==> src/logic/ccs_params.svh <==
// Purpose: offsets, field positions, reset values and limits of the bank
// Assumes: byte-wide register port, 200 MHz sys_clk
// Notes: definitions only
`ifndef CCS_PARAMS_SVH
`define CCS_PARAMS_SVH
`define CCS_ADDR_SETPOINT_LOW 8'h0C
`define CCS_ADDR_SETPOINT_HIGH 8'h0D
`define CCS_ADDR_CC_STATUS 8'h21
`define CCS_ADDR_FAULT_SUMMARY 8'h78
`define CCS_ADDR_CONTROL 8'h81
`define CCS_RST_SETPOINT_LOW 8'h58
`define CCS_RST_SETPOINT_HIGH 4'h2
`define CCS_RST_CONTROL 8'h01
`define CCS_RST_FAULT 8'h00
`define CCS_SETPOINT_HIGH_MASK 8'h0F
`define CCS_CONTROL_MASK 8'h03
`define CCS_CTRL_ENABLE_BIT 0
`define CCS_CTRL_DISCHARGE_BIT 1
`define CCS_CC_ACTIVE_BIT 6
`define CCS_FAULT_BUSY_BIT 7
`define CCS_FAULT_OFF_BIT 6
`define CCS_FAULT_OV_BIT 5
`define CCS_FAULT_OC_BIT 4
`define CCS_FAULT_UV_BIT 3
`define CCS_FAULT_TEMP_BIT 2
`define CCS_FAULT_CML_BIT 1
`define CCS_FAULT_OTHER_BIT 0
`define CCS_ILIM_LAST_STEP_CODE 8'h8B
`define CCS_ILIM_MAX_UV 17'd70000
`define CCS_ILIM_STEP_UV 17'd500
`define CCS_VOUT_STEP20_MV 16'd20
`define CCS_VOUT_STEP10_MV 16'd10
`define CCS_VOUT_MIN20_MV 16'd3300
`define CCS_VOUT_MIN10_MV 16'd1000
`define CCS_VOUT_MAX_MV 16'd48000
`endif

==> src/logic/ccs_pkg.sv <==
// Purpose: shared types of the converter register bank
// Assumes: nothing
// Notes: constants live in ccs_params.svh
package ccs_pkg;
  typedef struct packed {
    logic busy;
    logic unit_off;
    logic output_overvoltage;
    logic output_overcurrent;
    logic input_undervoltage;
    logic temperature_fault;
    logic comm_logic_memory_fault;
    logic other_fault;
  } ccs_fault_s;
  typedef struct packed {
    logic wr_en;
    logic rd_en;
    logic [7:0] addr;
    logic [7:0] wdata;
  } ccs_req_s;
  typedef enum logic [2:0] {
    CCS_IDLE = 3'b001,
    CCS_READ = 3'b010,
    CCS_WRITE = 3'b100
  } ccs_state_e;
endpackage : ccs_pkg

==> src/logic/ccs_ilim_map.sv <==
// Purpose: current-limit code to sense threshold in microvolts
// Assumes: code is the threshold register value
// Notes: registered output
`timescale 1ns/10ps
`include "ccs_params.svh"
module ccs_ilim_map (
  input wire logic sys_clk,
  input wire logic reset,
  input wire logic [7:0] current_limit_threshold,
  output logic [16:0] threshold_uv
);
  logic [16:0] threshold_uv_reg;
  logic [16:0] threshold_uv_next;
  // half-millivolt steps, clamped above the last step code
  always_comb begin
    if (current_limit_threshold > `CCS_ILIM_LAST_STEP_CODE) begin
      threshold_uv_next = `CCS_ILIM_MAX_UV; // [RL1]
    end else begin
      threshold_uv_next =
        17'(current_limit_threshold * `CCS_ILIM_STEP_UV); // [RL2]
    end
  end
  always_ff @(posedge sys_clk) begin
    if (reset) begin
      threshold_uv_reg <= 17'h0_0000;
    end else begin
      threshold_uv_reg <= threshold_uv_next;
    end
  end
  assign threshold_uv = threshold_uv_reg;
  AST_ILIM_SAT: assert property (@(posedge sys_clk) // [RL1]
    disable iff (reset) !$past(reset)
    && $past(current_limit_threshold) >= 8'hC1
    |-> threshold_uv == 17'd70000)
    else $error("saturated code not at maximum");
  AST_ILIM_STEP: assert property (@(posedge sys_clk) // [RL2]
    disable iff (reset) !$past(reset)
    && $past(current_limit_threshold) == 8'h8B
    |-> threshold_uv == 17'd69500)
    else $error("last step code wrong");
endmodule : ccs_ilim_map

==> src/logic/ccs_vout_target.sv <==
// Purpose: setpoint code to clamped output target in millivolts
// Assumes: feedback_divider_select high picks 20 mV steps
// Notes: registered output
`timescale 1ns/10ps
`include "ccs_params.svh"
module ccs_vout_target (
  input wire logic sys_clk,
  input wire logic reset,
  input wire logic feedback_divider_select,
  input wire logic [11:0] setpoint_code,
  output logic [15:0] target_mv
);
  logic [15:0] target_mv_reg;
  logic [15:0] target_mv_next;
  logic [31:0] raw_mv;
  logic [15:0] lo_mv;
  always_comb begin
    raw_mv = feedback_divider_select ?
      32'(setpoint_code) * 32'(`CCS_VOUT_STEP20_MV) :
      32'(setpoint_code) * 32'(`CCS_VOUT_STEP10_MV); // [RL4]
    lo_mv = feedback_divider_select ? `CCS_VOUT_MIN20_MV : `CCS_VOUT_MIN10_MV;
    if (raw_mv < 32'(lo_mv)) begin
      target_mv_next = lo_mv; // [RL5]
    end else if (raw_mv > 32'(`CCS_VOUT_MAX_MV)) begin
      target_mv_next = `CCS_VOUT_MAX_MV; // [RL5]
    end else begin
      target_mv_next = raw_mv[15:0];
    end
  end
  always_ff @(posedge sys_clk) begin
    if (reset) begin
      target_mv_reg <= 16'h0000;
    end else begin
      target_mv_reg <= target_mv_next;
    end
  end
  assign target_mv = target_mv_reg;
  AST_VOUT_BOUNDS: assert property (@(posedge sys_clk) // [RL5]
    disable iff (reset) $past(reset) == 1'b0
    |-> target_mv <= 16'd48000
    && target_mv >= ($past(feedback_divider_select) ? 16'd3300 : 16'd1000))
    else $error("target out of bounds");
  AST_VOUT_STEP: assert property (@(posedge sys_clk) // [RL4]
    disable iff (reset) !$past(reset) && $past(feedback_divider_select)
    && $past(setpoint_code) == 12'd1000
    |-> target_mv == 16'd20000)
    else $error("20 mV step wrong");
endmodule : ccs_vout_target

==> src/logic/ccs_regs.sv <==
// Purpose: converter configuration and status register bank
// Assumes: byte-wide synchronous register port, one access per cycle
// Notes: read data registered one cycle after the read strobe
// Function
// RL1 - threshold codes 0xC1 to 0xFF select the 70 mV maximum
// RL2 - half-millivolt steps per code up to 69.5 mV at 0x8B
// RL3 - setpoint is low byte plus high register low nibble
// RL4 - setpoint step 20 mV or 10 mV by feedback divider select
// RL5 - target bounded 3.3 V or 1 V low, 48 V high
// RL6 - reset loads setpoint low 0x58 and high nibble 0x2
// RL7 - unimplemented bits ignore writes and read zero
// RL8 - status bit 6 shows constant-current limiting live, read only
// RL9 - fault bit 7 follows busy
// RL10 - fault bit 6 set while off or not supplying output
// RL11 - fault bits 5..2 overvoltage, overcurrent, undervoltage, temperature
// RL12 - fault bit 1 flags communication, logic or memory event
// RL13 - fault bit 0 flags any other fault or warning
// RL14 - fault byte read only, resets to 0x00
// RL15 - control bit 1 requests output discharge, resets 0
// RL16 - control bit 0 enables the power stage
// RL17 - control register resets to 0x01
// RL18 - byte access, device decodes byte address
`timescale 1ns/10ps
`include "ccs_params.svh"
module ccs_regs (
  input wire logic sys_clk,
  input wire logic reset,
  input wire logic reg_wr_en,
  input wire logic reg_rd_en,
  input wire logic [7:0] reg_addr,
  input wire logic [7:0] reg_wdata,
  input wire logic [7:0] current_limit_threshold,
  input wire logic feedback_divider_select,
  input wire logic constant_current_active,
  input wire ccs_pkg::ccs_fault_s fault_in,
  output logic [7:0] reg_rdata,
  output logic reg_rvalid,
  output logic output_discharge_request,
  output logic power_stage_enable_b,
  output logic [16:0] current_limit_threshold_uv,
  output logic [15:0] vout_target_mv,
  output logic [11:0] output_setpoint
);
  ////////////////////////////////////////////////////////////////////////////
  ccs_pkg::ccs_req_s req;
  ccs_pkg::ccs_state_e state_reg;
  ccs_pkg::ccs_state_e state_next;
  logic [7:0] setpoint_low_reg;
  logic [7:0] setpoint_low_next;
  logic [3:0] setpoint_high_reg;
  logic [3:0] setpoint_high_next;
  logic [7:0] control_reg;
  logic [7:0] control_next;
  logic [7:0] fault_reg;
  logic [7:0] fault_next;
  logic cc_reg;
  logic cc_next;
  logic [7:0] rdata_reg;
  logic [7:0] rdata_next;
  logic rvalid_reg;
  logic rvalid_next;
  logic discharge_reg;
  logic enable_reg;
  logic [11:0] setpoint_out_reg;

  function automatic logic [7:0] read_mux(
    input logic [7:0] addr,
    input logic [7:0] sp_low,
    input logic [3:0] sp_high,
    input logic cc,
    input logic [7:0] fault,
    input logic [7:0] ctrl
  );
    logic [7:0] val;
    val = 8'h00; // [RL7]
    case (addr) // [RL18]
      `CCS_ADDR_SETPOINT_LOW: val = sp_low;
      `CCS_ADDR_SETPOINT_HIGH: val = {4'h0, sp_high}; // [RL7]
      `CCS_ADDR_CC_STATUS: val = 8'(cc) << `CCS_CC_ACTIVE_BIT; // [RL8]
      `CCS_ADDR_FAULT_SUMMARY: val = fault;
      `CCS_ADDR_CONTROL: val = ctrl & `CCS_CONTROL_MASK; // [RL7]
      default: val = 8'h00;
    endcase
    return val;
  endfunction : read_mux

  ////////////////////////////////////////////////////////////////////////////
  // access sequencing
  always_comb begin
    req = '{wr_en: reg_wr_en, rd_en: reg_rd_en, addr: reg_addr,
            wdata: reg_wdata};
    if (req.wr_en) begin
      state_next = ccs_pkg::CCS_WRITE;
    end else if (req.rd_en) begin
      state_next = ccs_pkg::CCS_READ;
    end else begin
      state_next = ccs_pkg::CCS_IDLE;
    end
  end

  ////////////////////////////////////////////////////////////////////////////
  // writable registers
  always_comb begin
    setpoint_low_next = setpoint_low_reg;
    setpoint_high_next = setpoint_high_reg;
    control_next = control_reg;
    if (req.wr_en) begin
      case (req.addr) // [RL18]
        `CCS_ADDR_SETPOINT_LOW: setpoint_low_next = req.wdata; // [RL3]
        `CCS_ADDR_SETPOINT_HIGH: setpoint_high_next = req.wdata[3:0]; // [RL3]
        `CCS_ADDR_CONTROL: control_next = req.wdata & `CCS_CONTROL_MASK; // [RL7]
        default: control_next = control_reg; // [RL7]
      endcase
    end
  end

  ////////////////////////////////////////////////////////////////////////////
  // status capture and read data
  always_comb begin
    fault_next = fault_in; // [RL9] [RL10] [RL11] [RL12] [RL13]
    cc_next = constant_current_active; // [RL8]
    rvalid_next = req.rd_en && !req.wr_en;
    rdata_next = rdata_reg;
    case (state_next)
      ccs_pkg::CCS_READ: rdata_next = read_mux(req.addr, setpoint_low_reg,
        setpoint_high_reg, cc_reg, fault_reg, control_reg);
      ccs_pkg::CCS_WRITE: rdata_next = rdata_reg;
      ccs_pkg::CCS_IDLE: rdata_next = rdata_reg;
      default: rdata_next = 8'h00;
    endcase
  end

  always_ff @(posedge sys_clk) begin
    if (reset) begin
      state_reg <= ccs_pkg::CCS_IDLE;
      setpoint_low_reg <= `CCS_RST_SETPOINT_LOW; // [RL6]
      setpoint_high_reg <= `CCS_RST_SETPOINT_HIGH; // [RL6]
      control_reg <= `CCS_RST_CONTROL; // [RL17]
      fault_reg <= `CCS_RST_FAULT; // [RL14]
      cc_reg <= 1'b0;
      rdata_reg <= 8'h00;
      rvalid_reg <= 1'b0;
      discharge_reg <= 1'b0;
      enable_reg <= 1'b1;
      setpoint_out_reg <= {`CCS_RST_SETPOINT_HIGH, `CCS_RST_SETPOINT_LOW};
    end else begin
      state_reg <= state_next;
      setpoint_low_reg <= setpoint_low_next;
      setpoint_high_reg <= setpoint_high_next;
      control_reg <= control_next;
      fault_reg <= fault_next;
      cc_reg <= cc_next;
      rdata_reg <= rdata_next;
      rvalid_reg <= rvalid_next;
      discharge_reg <= control_next[`CCS_CTRL_DISCHARGE_BIT]; // [RL15]
      enable_reg <= control_next[`CCS_CTRL_ENABLE_BIT]; // [RL16]
      setpoint_out_reg <= {setpoint_high_next, setpoint_low_next}; // [RL3]
    end
  end

  assign reg_rdata = rdata_reg;
  assign reg_rvalid = rvalid_reg;
  assign output_discharge_request = discharge_reg;
  assign power_stage_enable_b = enable_reg;
  assign output_setpoint = setpoint_out_reg;

  ////////////////////////////////////////////////////////////////////////////
  ccs_ilim_map u_ilim (
    .sys_clk(sys_clk),
    .reset(reset),
    .current_limit_threshold(current_limit_threshold),
    .threshold_uv(current_limit_threshold_uv)
  );

  ccs_vout_target u_vout (
    .sys_clk(sys_clk),
    .reset(reset),
    .feedback_divider_select(feedback_divider_select),
    .setpoint_code(setpoint_out_reg),
    .target_mv(vout_target_mv)
  );

  ////////////////////////////////////////////////////////////////////////////
  // reset values
  AST_RESET_VALUES: assert property (@(posedge sys_clk) // [RL6]
    $past(reset) |-> output_setpoint == 12'h258 && power_stage_enable_b
    && !output_discharge_request)
    else $error("reset values wrong");
  AST_CTRL_RESET: assert property (@(posedge sys_clk) // [RL17]
    $past(reset) |-> control_reg == 8'h01 && fault_reg == 8'h00)
    else $error("control or fault reset wrong");
  ////////////////////////////////////////////////////////////////////////////
  // read path
  AST_UNIMPL_ZERO: assert property (@(posedge sys_clk) // [RL7]
    disable iff (reset) reg_rd_en && !reg_wr_en && reg_addr == 8'h0D
    |=> reg_rvalid && reg_rdata[7:4] == 4'h0)
    else $error("unimplemented bits not zero");
  AST_CTRL_READ: assert property (@(posedge sys_clk) // [RL7]
    disable iff (reset) reg_rd_en && !reg_wr_en && reg_addr == 8'h81
    |=> reg_rdata[7:2] == 6'h00)
    else $error("control unimplemented bits not zero");
  AST_UNMAPPED_ZERO: assert property (@(posedge sys_clk) // [RL7]
    disable iff (reset) reg_rd_en && !reg_wr_en
    && !(reg_addr inside {8'h0C, 8'h0D, 8'h21, 8'h78, 8'h81})
    |=> reg_rdata == 8'h00)
    else $error("unmapped read not zero");
  AST_CC_READ: assert property (@(posedge sys_clk) // [RL8]
    disable iff (reset) reg_rd_en && !reg_wr_en && reg_addr == 8'h21
    |=> reg_rdata == {1'b0, $past(cc_reg), 6'h00})
    else $error("cc status read wrong");
  AST_BUSY_BIT: assert property (@(posedge sys_clk) // [RL9]
    disable iff (reset) reg_rd_en && !reg_wr_en && reg_addr == 8'h78
    |=> reg_rdata[7] == $past(fault_reg[7]))
    else $error("busy bit read wrong");
  AST_FAULT_READ: assert property (@(posedge sys_clk) // [RL14]
    disable iff (reset) reg_rd_en && !reg_wr_en && reg_addr == 8'h78
    |=> reg_rdata == $past(fault_reg))
    else $error("fault byte read wrong");
  AST_RVALID_READ: assert property (@(posedge sys_clk) // [RL18]
    disable iff (reset) reg_rd_en && !reg_wr_en |=> reg_rvalid)
    else $error("read not answered");
  AST_RVALID_IDLE: assert property (@(posedge sys_clk) // [RL18]
    disable iff (reset) !(reg_rd_en && !reg_wr_en) |=> !reg_rvalid)
    else $error("read valid without read");
  AST_RVALID_STATE: assert property (@(posedge sys_clk) // [RL18]
    disable iff (reset) reg_rvalid == (state_reg == ccs_pkg::CCS_READ))
    else $error("read valid and state disagree");
  AST_RDATA_HOLD: assert property (@(posedge sys_clk) // [RL18]
    disable iff (reset) !(reg_rd_en && !reg_wr_en)
    |=> $stable(reg_rdata))
    else $error("read data changed without read");
  ////////////////////////////////////////////////////////////////////////////
  // status capture
  AST_FAULT_TRACK: assert property (@(posedge sys_clk) // [RL11]
    disable iff (reset) ##1 fault_reg == $past(fault_in))
    else $error("fault byte does not follow sources");
  AST_FAULT_RO: assert property (@(posedge sys_clk) // [RL14]
    disable iff (reset) reg_wr_en && reg_addr == 8'h78
    |=> fault_reg == $past(fault_in))
    else $error("fault byte written");
  ////////////////////////////////////////////////////////////////////////////
  // write path
  AST_SETPOINT_LOW_WR: assert property (@(posedge sys_clk) // [RL3]
    disable iff (reset) reg_wr_en && reg_addr == 8'h0C
    |=> output_setpoint[7:0] == $past(reg_wdata))
    else $error("setpoint low byte not applied");
  AST_SETPOINT_HIGH_WR: assert property (@(posedge sys_clk) // [RL3]
    disable iff (reset) reg_wr_en && reg_addr == 8'h0D
    |=> output_setpoint[11:8] == $past(reg_wdata[3:0]))
    else $error("setpoint high nibble not applied");
  AST_SETPOINT_HOLD: assert property (@(posedge sys_clk) // [RL3]
    disable iff (reset)
    !(reg_wr_en && (reg_addr == 8'h0C || reg_addr == 8'h0D))
    |=> $stable(output_setpoint))
    else $error("setpoint changed without write");
  AST_DISCHARGE: assert property (@(posedge sys_clk) // [RL15] [RL16]
    disable iff (reset) reg_wr_en && reg_addr == 8'h81
    |=> output_discharge_request == $past(reg_wdata[1])
    && power_stage_enable_b == $past(reg_wdata[0]))
    else $error("control write not applied");
  AST_ENABLE_HOLD: assert property (@(posedge sys_clk) // [RL16]
    disable iff (reset) !(reg_wr_en && reg_addr == 8'h81)
    |=> $stable(power_stage_enable_b))
    else $error("enable changed without write");
  AST_DISCH_HOLD: assert property (@(posedge sys_clk) // [RL15]
    disable iff (reset) !(reg_wr_en && reg_addr == 8'h81)
    |=> $stable(output_discharge_request))
    else $error("discharge changed without write");
endmodule : ccs_regs

==> config.mk <==
export PLATFORM = sky130hd
export DESIGN_NAME = ccs_regs
export DESIGN_NICKNAME = d
export VERILOG_FILES = /design/src/logic/ccs_pkg.sv /design/src/logic/ccs_ilim_map.sv /design/src/logic/ccs_vout_target.sv /design/src/logic/ccs_regs.sv
export VERILOG_INCLUDE_DIRS = /design/src /design/src/logic
export SDC_FILE = /design/constraint.sdc
export NUM_CORES = 1
export LEC_CHECK = 0
export ABC_CLOCK_PERIOD_IN_PS = 11600
export BUFFER_PORTS_ARGS = -buffer_cell sky130_fd_sc_hd__buf_2
export CORE_MARGIN = 2
export CORE_UTILIZATION = 40
export CTS_CLUSTER_DIAMETER = 200
export CTS_CLUSTER_SIZE = 25
export DETAILED_ROUTE_END_ITERATION = 12
export GPL_TIMING_DRIVEN = 0
export PLACE_DENSITY_LB_ADDON = 0.08
export SYNTH_ARGS = -nofsm -noshare
export SYNTH_HDL_FRONTEND = slang
export SYNTH_SLANG_ARGS = --single-unit
==> constraint.sdc <==
create_clock -name sys_clk -period 11.6 [get_ports sys_clk]
set_input_delay 2.32 -clock sys_clk [delete_from_list [all_inputs] [get_ports sys_clk]]
set_output_delay 2.32 -clock sys_clk [all_outputs]
set_load 0.005 [all_outputs]
==> results.cfg, run 1 <==
[grt]
grt_overflow_total = 0
grt_pass1_wl_mm = 19.4
grt_max_degree = 13
grt.total_usage_pct = 19.3
antenna_found_initial = 0
first_global_vias = 3891

[worst_setup_path]
required_ns = 11.86
cp-endpoint = u_ilim.threshold_uv[15]
crit_start = current_limit_threshold[0]
worstPathArrival_ns = 6.23
critPathLaunchType = input port
r2r_cells = 16
r2r_end = u_vout.target_mv[3]
critPathMaxFanout = 5
worst-setup-path-type = input port to register
end_kind = register
reg2reg_slack_ns = 6.92
r2r_start = setpoint_low_reg[5]

[timing]
grt_setup_unrepaired = false
max_freq_ghz = 0.167
fin_crit_ns = 5.97
hold_viol_final = 0
setup_viol = 0
final.setup.worst_slack_ns = 5.63
setup_tns_ns = 0
slew_headroom_pct = 15.3
drv_slew = 0
fin_crit_sh_pct = 51.5
worst_pin_slew_ns = 1.27
finalClockSkew_ns = 0.00555

[floorplanning]
die_h_um = 113
row_count = 39
coreArea_um2 = 11500
die_x_um = 113
dieArea_um2 = 12700
start_util_pct = 41.3
io_pins = 94

[pwr]
p_int_uw = 526
combPwrFrac_pct = 35.6
seqPwrFrac_pct = 30.2
switching_share_pct = 32.7
ir_drop_mv = 0.108
static-leakage-power_uw = 0.00279
power_per_cell_area_nw_per_um2 = 138
clkPwrFrac_pct = 34.2
p_total_uw = 782
p_sw_uw = 255

[cts]
cts_tree = yes
cts_resized = 0
clkTransAtPathRegs_ns = 0.05
post_cts_buffers = 0
clock_path_buffers = 2
clockRootBuffer = clkbuf_16
clock_sinks = 62
insertion_delay_ns = 0.33
numCtsBuffers = 9
ctsHoldBuffers = 0
htreeDepth = 3

[routing]
drtIter0Drc = 237
drt_pass1_iterations = 5
avgViaCountPerCell = 5.32
ant_nets = 0
via_count = 4107
routed_wl_mm = 11.9
met3WireLength_um = 664
avgRoutedWirePerCell_um = 15.5
highest_layer = met4
wl_met1_mm = 5.83
drcViolationCount = 0
wl_met2_mm = 5.26

[placement]
place_inst = 756
routabilityCongestion = 0.884
dpl.hpwl_mm = 9.56
placed_cell_area_um2 = 5360
portBuffers = 88
dp_slack_ns = 5.31

[synthesis]
synth_area_um2 = 4740
netlist_instances = 523
synth_largest_area_cell = dfxtp_1
synth-seq-cells = 62
synth_enable_flop_cells = 0
synth_area_leaders = dfxtp_1 (26%), ha_1 (16%), fa_1 (9.7%)
synth_cell_types = 72
synth_flop_cell = dfxtp_1
ys_warn_count = 0
synth-seq-area-share_pct = 26.2
syn_area_per_cell_um2 = 9.06
synth_top_area_share_pct = 26.2
async_flop_share_pct = 0

[cells_and_area]
instances_no_fill = 772
final_cell_area_um2 = 5660
area_delta_synth_final_pct = 19.6
nets = 747
drive_above_1_share_pct = 20.5
n_antenna_cell = 0
fillers = 1113

[hold_path]
worstHoldPathType = register to register

[run_status]
status = complete, no violations

[run]
maxCapViolCount = 0
## layout by cell type, fill, tap and decap left out, types with 4 or more instances in the layout
cell type,n
nand2b_1,8
nand3_1,16
ha_1,62
nor2_1,46
a211o_1,7
and2_1,4
a32oi_1,4
nor2b_1,11
a21o_1,8
inv_1,49
nand2_1,30
buf_2,91
dfxtp_1,62
a22oi_1,11
nor3b_1,4
o211ai_1,5
o21bai_1,4
nand3b_1,4
fa_1,23
xnor2_1,9
xor2_1,4
mux2i_1,8
a21oi_1,25
clkbuf_1,16
clkbuf_16,9
nor3_1,10
and3_1,10
o21ai_0,10
## stage by stage
stage | hold WS (ns) | utilization [%]
4_1_cts | 0.490 | 49.4
3_3_place_gp | 0.469 | 46.8
6_report | 0.499 | 49.4
5_1_grt | 0.538 | 49.4
2_1_floorplan | 0.465 | -
3_5_place_dp | 0.484 | 46.8
## kinds of logic (layout without fill, tap and decap cells)
family | after synthesis | count (layout) | synth area share (%)
AOI/OAI and AO/OA | 113 | 113 | 18.4
and+or+nand+nor | 166 | 166 | 18.2
xor gates and xnor gates | 15 | 15 | 3.09
DFF | 62 | 62 | 26.2
adders and majority gates | 85 | 85 | 26.1
muxes | 9 | 9 | 1.93
buffers and inverters | 72 | 176 | 6.02
other | 1 | 3 | 0.0792
## layout make-up
cell class	count	area (um2)	area share, %
multi-input combinational	391	3220	56.8
sequential	62	1240	21.9
clock inverter	7	73.8	1.30
buffer	22	97.6	1.72
inverter	50	188	3.31
timing repair buffer	88	440	7.78
clock buffer	9	225	3.98
tap	143	179	3.16
## cells in the mapped netlist (all sizes together), types with 3 or more instances
| cell | count |
|---|---|
| nand3b | 4 |
| clkbuf | 16 |
| a211o | 7 |
| and3 | 11 |
| xor2 | 5 |
| xnor2 | 10 |
| inv | 50 |
| a22oi | 11 |
| a22o | 3 |
| o21a | 3 |
| nor2 | 46 |
| a32oi | 4 |
| and2 | 5 |
| o21ai | 12 |
| or2 | 4 |
| a21o | 8 |
| nor3b | 4 |
| o31ai | 3 |
| nor2b | 11 |
| o211ai | 5 |
| ha | 62 |
| nand2b | 8 |
| o22ai | 3 |
| buf | 6 |
| a21oi | 25 |
| dfxtp | 62 |
| fa | 23 |
| nor4b | 3 |
| mux2i | 8 |
| nor3 | 10 |
| a211oi | 4 |
| o21bai | 5 |
| nand2 | 30 |
| nand3 | 16 |
| or3 | 3 |
## power groups by stage
stage | Clock, uW | Combinational (uW) | Sequential, uW
after global routing | 283 | 325 | 238
after global placement | 0 | 279 | 240
after CTS | 273 | 284 | 236
after detailed placement | 0 | 281 | 240
final | 267 | 278 | 236
after floorplan | 0 | 207 | 242
## per-layer routing
metal  global-route usage (%)  vias up
met1                     27.2     1926
met2                     29.8      119
li1                         -     2047
met5                        0        -
met3                     3.48       15
met4                     6.50        0
## critical path, cell delays in order
cell and delay, ns:
buf_2 0.14, fa_1 0.57, inv_1 0.07, fa_1 0.48, fa_1 0.51, fa_1 0.51, inv_1 0.04, ha_1 0.33
a21oi_1 0.23, o21bai_1 0.10, a21oi_1 0.22, o21bai_1 0.08, a21o_1 0.21, a31oi_1 0.22, mux2i_1 0.20
## worst min path at each step
stage	end	startpoint	cells past startpoint	slack [ns]
floorplan	control_reg[1]	control_reg[1]	2	0.47
global placement	control_reg[1]	control_reg[1]	2	0.47
detailed placement	control_reg[1]	control_reg[1]	2	0.48
CTS	control_reg[1]	control_reg[1]	2	0.49
global route	reg_rdata[1]	reg_rdata[1]	2	0.54
finish	control_reg[1]	control_reg[1]	2	0.50
Power figures use the tool's default switching activity.
==> run 2, diff against run 1 <==
Settings changed: ABC_AREA set to 1, ABC_CLOCK_PERIOD_IN_PS 11600 to 5200.
Clock period 11.6 ns to 5.2 ns, I/O delays scaled along.
==> results.cfg, run 2 <==
[run_status]
status = complete, no violations

[routing]
drt_pass1_iterations = 4
drtIter0Drc = 198
avgViaCountPerCell = 4.86
avgRoutedWirePerCell_um = 13.2
drcViolationCount = 0
ant_nets = 0
via_count = 4436
routed_wl_mm = 12.1

[timing]
fin_crit_ns = 4.56
setup_tns_ns = 0
max_freq_ghz = 0.219
hold_viol_final = 0
grt_setup_unrepaired = false
fin_crit_sh_pct = 87.7
worst_pin_slew_ns = 0.884
slew_headroom_pct = 40.6
drv_slew = 0
setup_viol = 0
finalClockSkew_ns = 0.00833

[synthesis]
synth_area_um2 = 4800
syn_area_per_cell_um2 = 7.30
synth-adder-area-share_pct = 25.7
synth_enable_flop_cells = 0
synth_compound_area_share_pct = 10.6
synth_cell_types = 40
synth_top_family_by_area = simple AND/OR/NAND/NOR gates
async_flop_share_pct = 0
synth_area_leaders = dfxtp_1 (26%), ha_1 (16%), nand2_1 (12%)
synth-seq-area-share_pct = 25.8
synth_common_cells = nand2_1 (156), inv_1 (112), dfxtp_1 (62), ha_1 (62), a21oi_1 (53)
netlist_instances = 658
synth-simple-area-share_pct = 25.9
synthXorXnorAreaFrac_pct = 0.911
synth_largest_area_cell = dfxtp_1
ys_warn_count = 0
synthMuxAreaShare_pct = 0
synth_flop_cell = dfxtp_1
synth-seq-cells = 62
synth_top_area_share_pct = 25.8
synth.most_common_cell = nand2_1

[cells_and_area]
final_common_cell = nand2_1
area_delta_synth_final_pct = 19.5
n_antenna_cell = 0
nets = 883
final_cell_mix = nand2_1 (156), inv_1 (112), buf_2 (93)
fillers = 1192
drive_above_1_share_pct = 17.9

[grt]
antenna_found_initial = 0
grt_overflow_total = 0
first_global_vias = 4216
grt.total_usage_pct = 19.7
grt_max_degree = 13
grt_pass1_wl_mm = 20.0

[pwr]
ir_drop_mv = 0.186
p_total_uw = 1790
power_per_cell_area_nw_per_um2 = 311
static-leakage-power_uw = 0.00312

[worst_setup_path]
cp-endpoint = u_ilim.threshold_uv[13]
critPathLaunchType = input port
r2r_end = u_vout.target_mv[4]
end_kind = register
critPathMaxFanout = 6
reg2reg_slack_ns = 1.70
r2r_start = setpoint_low_reg[1]
worstPathArrival_ns = 4.79
crit_start = current_limit_threshold[0]
required_ns = 5.43
worst-setup-path-type = input port to register
r2r_cells = 19

[placement]
routabilityCongestion = 0.871
portBuffers = 89
dpl.hpwl_mm = 9.88

[hold_path]
worstHoldPathType = register to register

[floorplanning]
dieArea_um2 = 12900
die_x_um = 114
io_pins = 94
start_util_pct = 40.5
coreArea_um2 = 11900
row_count = 40
die_h_um = 114

[cts]
ctsHoldBuffers = 0
cts_tree = yes
post_cts_buffers = 0
cts_resized = 0
numCtsBuffers = 9
clockRootBuffer = clkbuf_16
insertion_delay_ns = 0.34
clock_sinks = 62
clock_path_buffers = 2
htreeDepth = 3
clkTransAtPathRegs_ns = 0.05

[run]
maxCapViolCount = 0
[run 2: worst min path at each step]
stage                    from        endpoint  slack [ns]  cells past startpoint
2_1_floorplan  control_reg[1]  control_reg[1]        0.46                      2
3_3_place_gp     reg_rdata[2]    reg_rdata[2]        0.45                      2
3_5_place_dp     reg_rdata[0]    reg_rdata[0]        0.46                      2
4_1_cts          reg_rdata[5]    reg_rdata[5]        0.47                      2
5_1_grt          reg_rdata[0]    reg_rdata[0]        0.49                      2
6_report         reg_rdata[5]    reg_rdata[5]        0.47                      2
[run 2: final cells by class]
| type | instances | area, um2 | area share, % |
|---|---|---|---|
| timing repair buffer | 89 | 445 | 7.76 |
| multi-input combinational | 467 | 3040 | 53.0 |
| clock inverter | 6 | 71.3 | 1.24 |
| buffer | 16 | 95.1 | 1.66 |
| sequential | 62 | 1240 | 21.6 |
| clock buffer | 10 | 229 | 3.99 |
| tap | 147 | 184 | 3.20 |
| inverter | 115 | 432 | 7.52 |
[run 2: per-layer routing]
metal / track usage (%) / part of all wire [%]
met5: 0 / 0
met4: 5.85 / 1.6
met3: 5.31 / 5.2
met2: 32.6 / 47
met1: 25.2 / 46
[run 2: kinds of logic (layout without fill, tap and decap cells)]
| logic type | after synthesis | in the layout |
|---|---|---|
| and+or+nand+nor | 285 | 285 |
| buffers and inverters | 131 | 236 |
| AOI/OAI and AO/OA | 89 | 89 |
| adders and majority gates | 85 | 85 |
| DFF | 62 | 62 |
| xor gates and xnor gates | 5 | 5 |
| other | 1 | 3 |
[run 2: where the power goes]
part | total (uW) | switching (uW) | internal [uW]
Combinational | 656 | 386 | 269
Sequential | 531 | 10.8 | 520
Clock | 601 | 227 | 374
Total | 1790 | 624 | 1160
[run 2: critical path, cell delays in order]
cell      delay [ns]
buf_2           0.14
fa_1            0.57
inv_1           0.06
fa_1            0.48
fa_1            0.51
fa_1            0.52
inv_1           0.04
ha_1            0.37
a21oi_1         0.12
o21ai_0         0.24
a21oi_1         0.09
nor2_1          0.14
nor2_1          0.05
o21bai_1        0.18
a21oi_1         0.09
o21a_1          0.13
[run 2: per-stage QoR]
stage                     instance area, um2  cells  setup WS, ns  util, %  hold WS, ns
after floorplan                         4810    660         0.746        -        0.461
after global placement                  5440    896         0.339     45.9        0.454
after detailed placement                5440    896         0.287     45.9        0.460
after CTS                               5740    912         0.636     48.4        0.470
after global routing                    5740    912         0.388     48.4        0.489
final                                   5740    912         0.637     48.4        0.468
==> run 3, diff against run 2 <==
Settings changed: CELL_PAD_IN_SITES_DETAIL_PLACEMENT set to 0, CELL_PAD_IN_SITES_GLOBAL_PLACEMENT set to 1, CORE_UTILIZATION 40 to 37, RECOVER_POWER set to 50.
==> results.cfg, run 3 (synthesis results as in run 2) <==
[run_status]
status = complete, no violations

[cts]
clock_sinks = 62
clockRootBuffer = clkbuf_16
clkTransAtPathRegs_ns = 0.06
ctsHoldBuffers = 0
cts_resized = 0
htreeDepth = 3
numCtsBuffers = 9
post_cts_buffers = 0
clock_path_buffers = 2
insertion_delay_ns = 0.34
cts_tree = yes

[floorplanning]
coreArea_um2 = 12700
die_x_um = 118
die_h_um = 118
dieArea_um2 = 13900
row_count = 41
io_pins = 94
start_util_pct = 37.9

[routing]
routed_wl_mm = 12.6
avgRoutedWirePerCell_um = 13.4
via_count = 4365
drcViolationCount = 0
ant_nets = 0
drt_pass1_iterations = 4
drtIter0Drc = 204
avgViaCountPerCell = 4.66

[hold_path]
min_to = reg_rdata[5]
worstHoldPathType = register to register
min_path_cells = 2
min_from = reg_rdata[5]

[timing]
drv_slew = 0
slew_headroom_pct = 36.5
grt_setup_unrepaired = false
setup_tns_ns = 0
setup_viol = 0
hold_viol_final = 0
max_freq_ghz = 0.216
fin_crit_sh_pct = 89.1
worst_pin_slew_ns = 0.944
fin_crit_ns = 4.63
finalClockSkew_ns = 0.00618

[run]
maxCapViolCount = 0

[pwr]
power_per_cell_area_nw_per_um2 = 318
ir_drop_mv = 0.315
static-leakage-power_uw = 0.00308

[worst_setup_path]
required_ns = 5.43
end_kind = register
worst-setup-path-type = input port to register
r2r_start = setpoint_low_reg[1]
critPathLaunchType = input port
r2r_cells = 19
r2r_end = u_vout.target_mv[4]
worstPathArrival_ns = 4.86
critPathMaxFanout = 6
reg2reg_slack_ns = 1.67

[grt]
grt.total_usage_pct = 18.9
grt_max_degree = 13
grt_overflow_total = 0
grt_pass1_wl_mm = 21.1
antenna_found_initial = 0
first_global_vias = 4315

[placement]
dpl.hpwl_mm = 10.4
portBuffers = 89
place_inst = 921
routabilityCongestion = 0.858

[cells_and_area]
area_delta_synth_final_pct = 20.3
n_antenna_cell = 0
final_common_cell = nand2_1
nets = 883
drive_above_1_share_pct = 16.3
instances_no_fill = 937
final_cell_mix = nand2_1 (156), inv_1 (112), buf_2 (80)
[run 3: stage by stage]
step / hold WS, ns / utilization [%] / power, uW / setup slack, ns / instance area [um2]
floorplan: 0.461 / - / 1020 / 0.746 / 4810
global placement: 0.456 / 43.2 / 1190 / 0.306 / 5470
detailed placement: 0.454 / 43.2 / 1200 / 0.266 / 5470
CTS: 0.470 / 45.7 / 1860 / 0.613 / 5800
global route: 0.494 / 45.6 / 1980 / 0.278 / 5780
finish: 0.470 / 45.6 / 1840 / 0.569 / 5780
[run 3: layout make-up]
type	count	area, um2
fill	1330	6890
tap	172	215
clock buffer	9	225
multi-input combinational	467	3040
inverter	115	432
buffer	16	95.1
clock inverter	7	97.6
sequential	62	1240
timing repair buffer	89	429
[run 3: worst max-delay path by stage]
| stage | startpoint | to | slack (ns) | cells after the start |
|---|---|---|---|---|
| after floorplan | current_limit_threshold[0] | u_ilim.threshold_uv[13] | 0.75 | 15 |
| after global placement | current_limit_threshold[0] | u_ilim.threshold_uv[13] | 0.31 | 16 |
| after detailed placement | current_limit_threshold[0] | u_ilim.threshold_uv[13] | 0.27 | 16 |
| after CTS | current_limit_threshold[0] | u_ilim.threshold_uv[13] | 0.61 | 16 |
| after global routing | current_limit_threshold[5] | u_ilim.threshold_uv[13] | 0.28 | 17 |
| final | current_limit_threshold[0] | u_ilim.threshold_uv[13] | 0.57 | 16 |
[run 3: critical path, stage by stage]
cell and delay, ns:
buf_2 0.14, fa_1 0.57, inv_1 0.07, fa_1 0.48, fa_1 0.51, fa_1 0.52
inv_1 0.04, ha_1 0.39, a21oi_1 0.14, o21ai_0 0.27, a21oi_1 0.09, nor2_1 0.14
nor2_1 0.06, o21bai_1 0.19, a21oi_1 0.09, o21a_1 0.12
[run 3: routing by layer]
metal	vias to the layer above	GRT usage [%]	share of wire, %
met2	96	30.1	45
met5	-	0	0
met4	0	4.37	1.1
met3	9	4.51	5.0
met1	1962	25.8	49
li1	2298	-	-
[run 3: power breakdown]
group	switching (uW)	leakage (uW)	total, uW	internal [uW]
sequential	10.4	0.000509	530	520
combinational	395	0.00242	665	270
clock	225	0.000152	645	420
total	631	0.00308	1840	1210
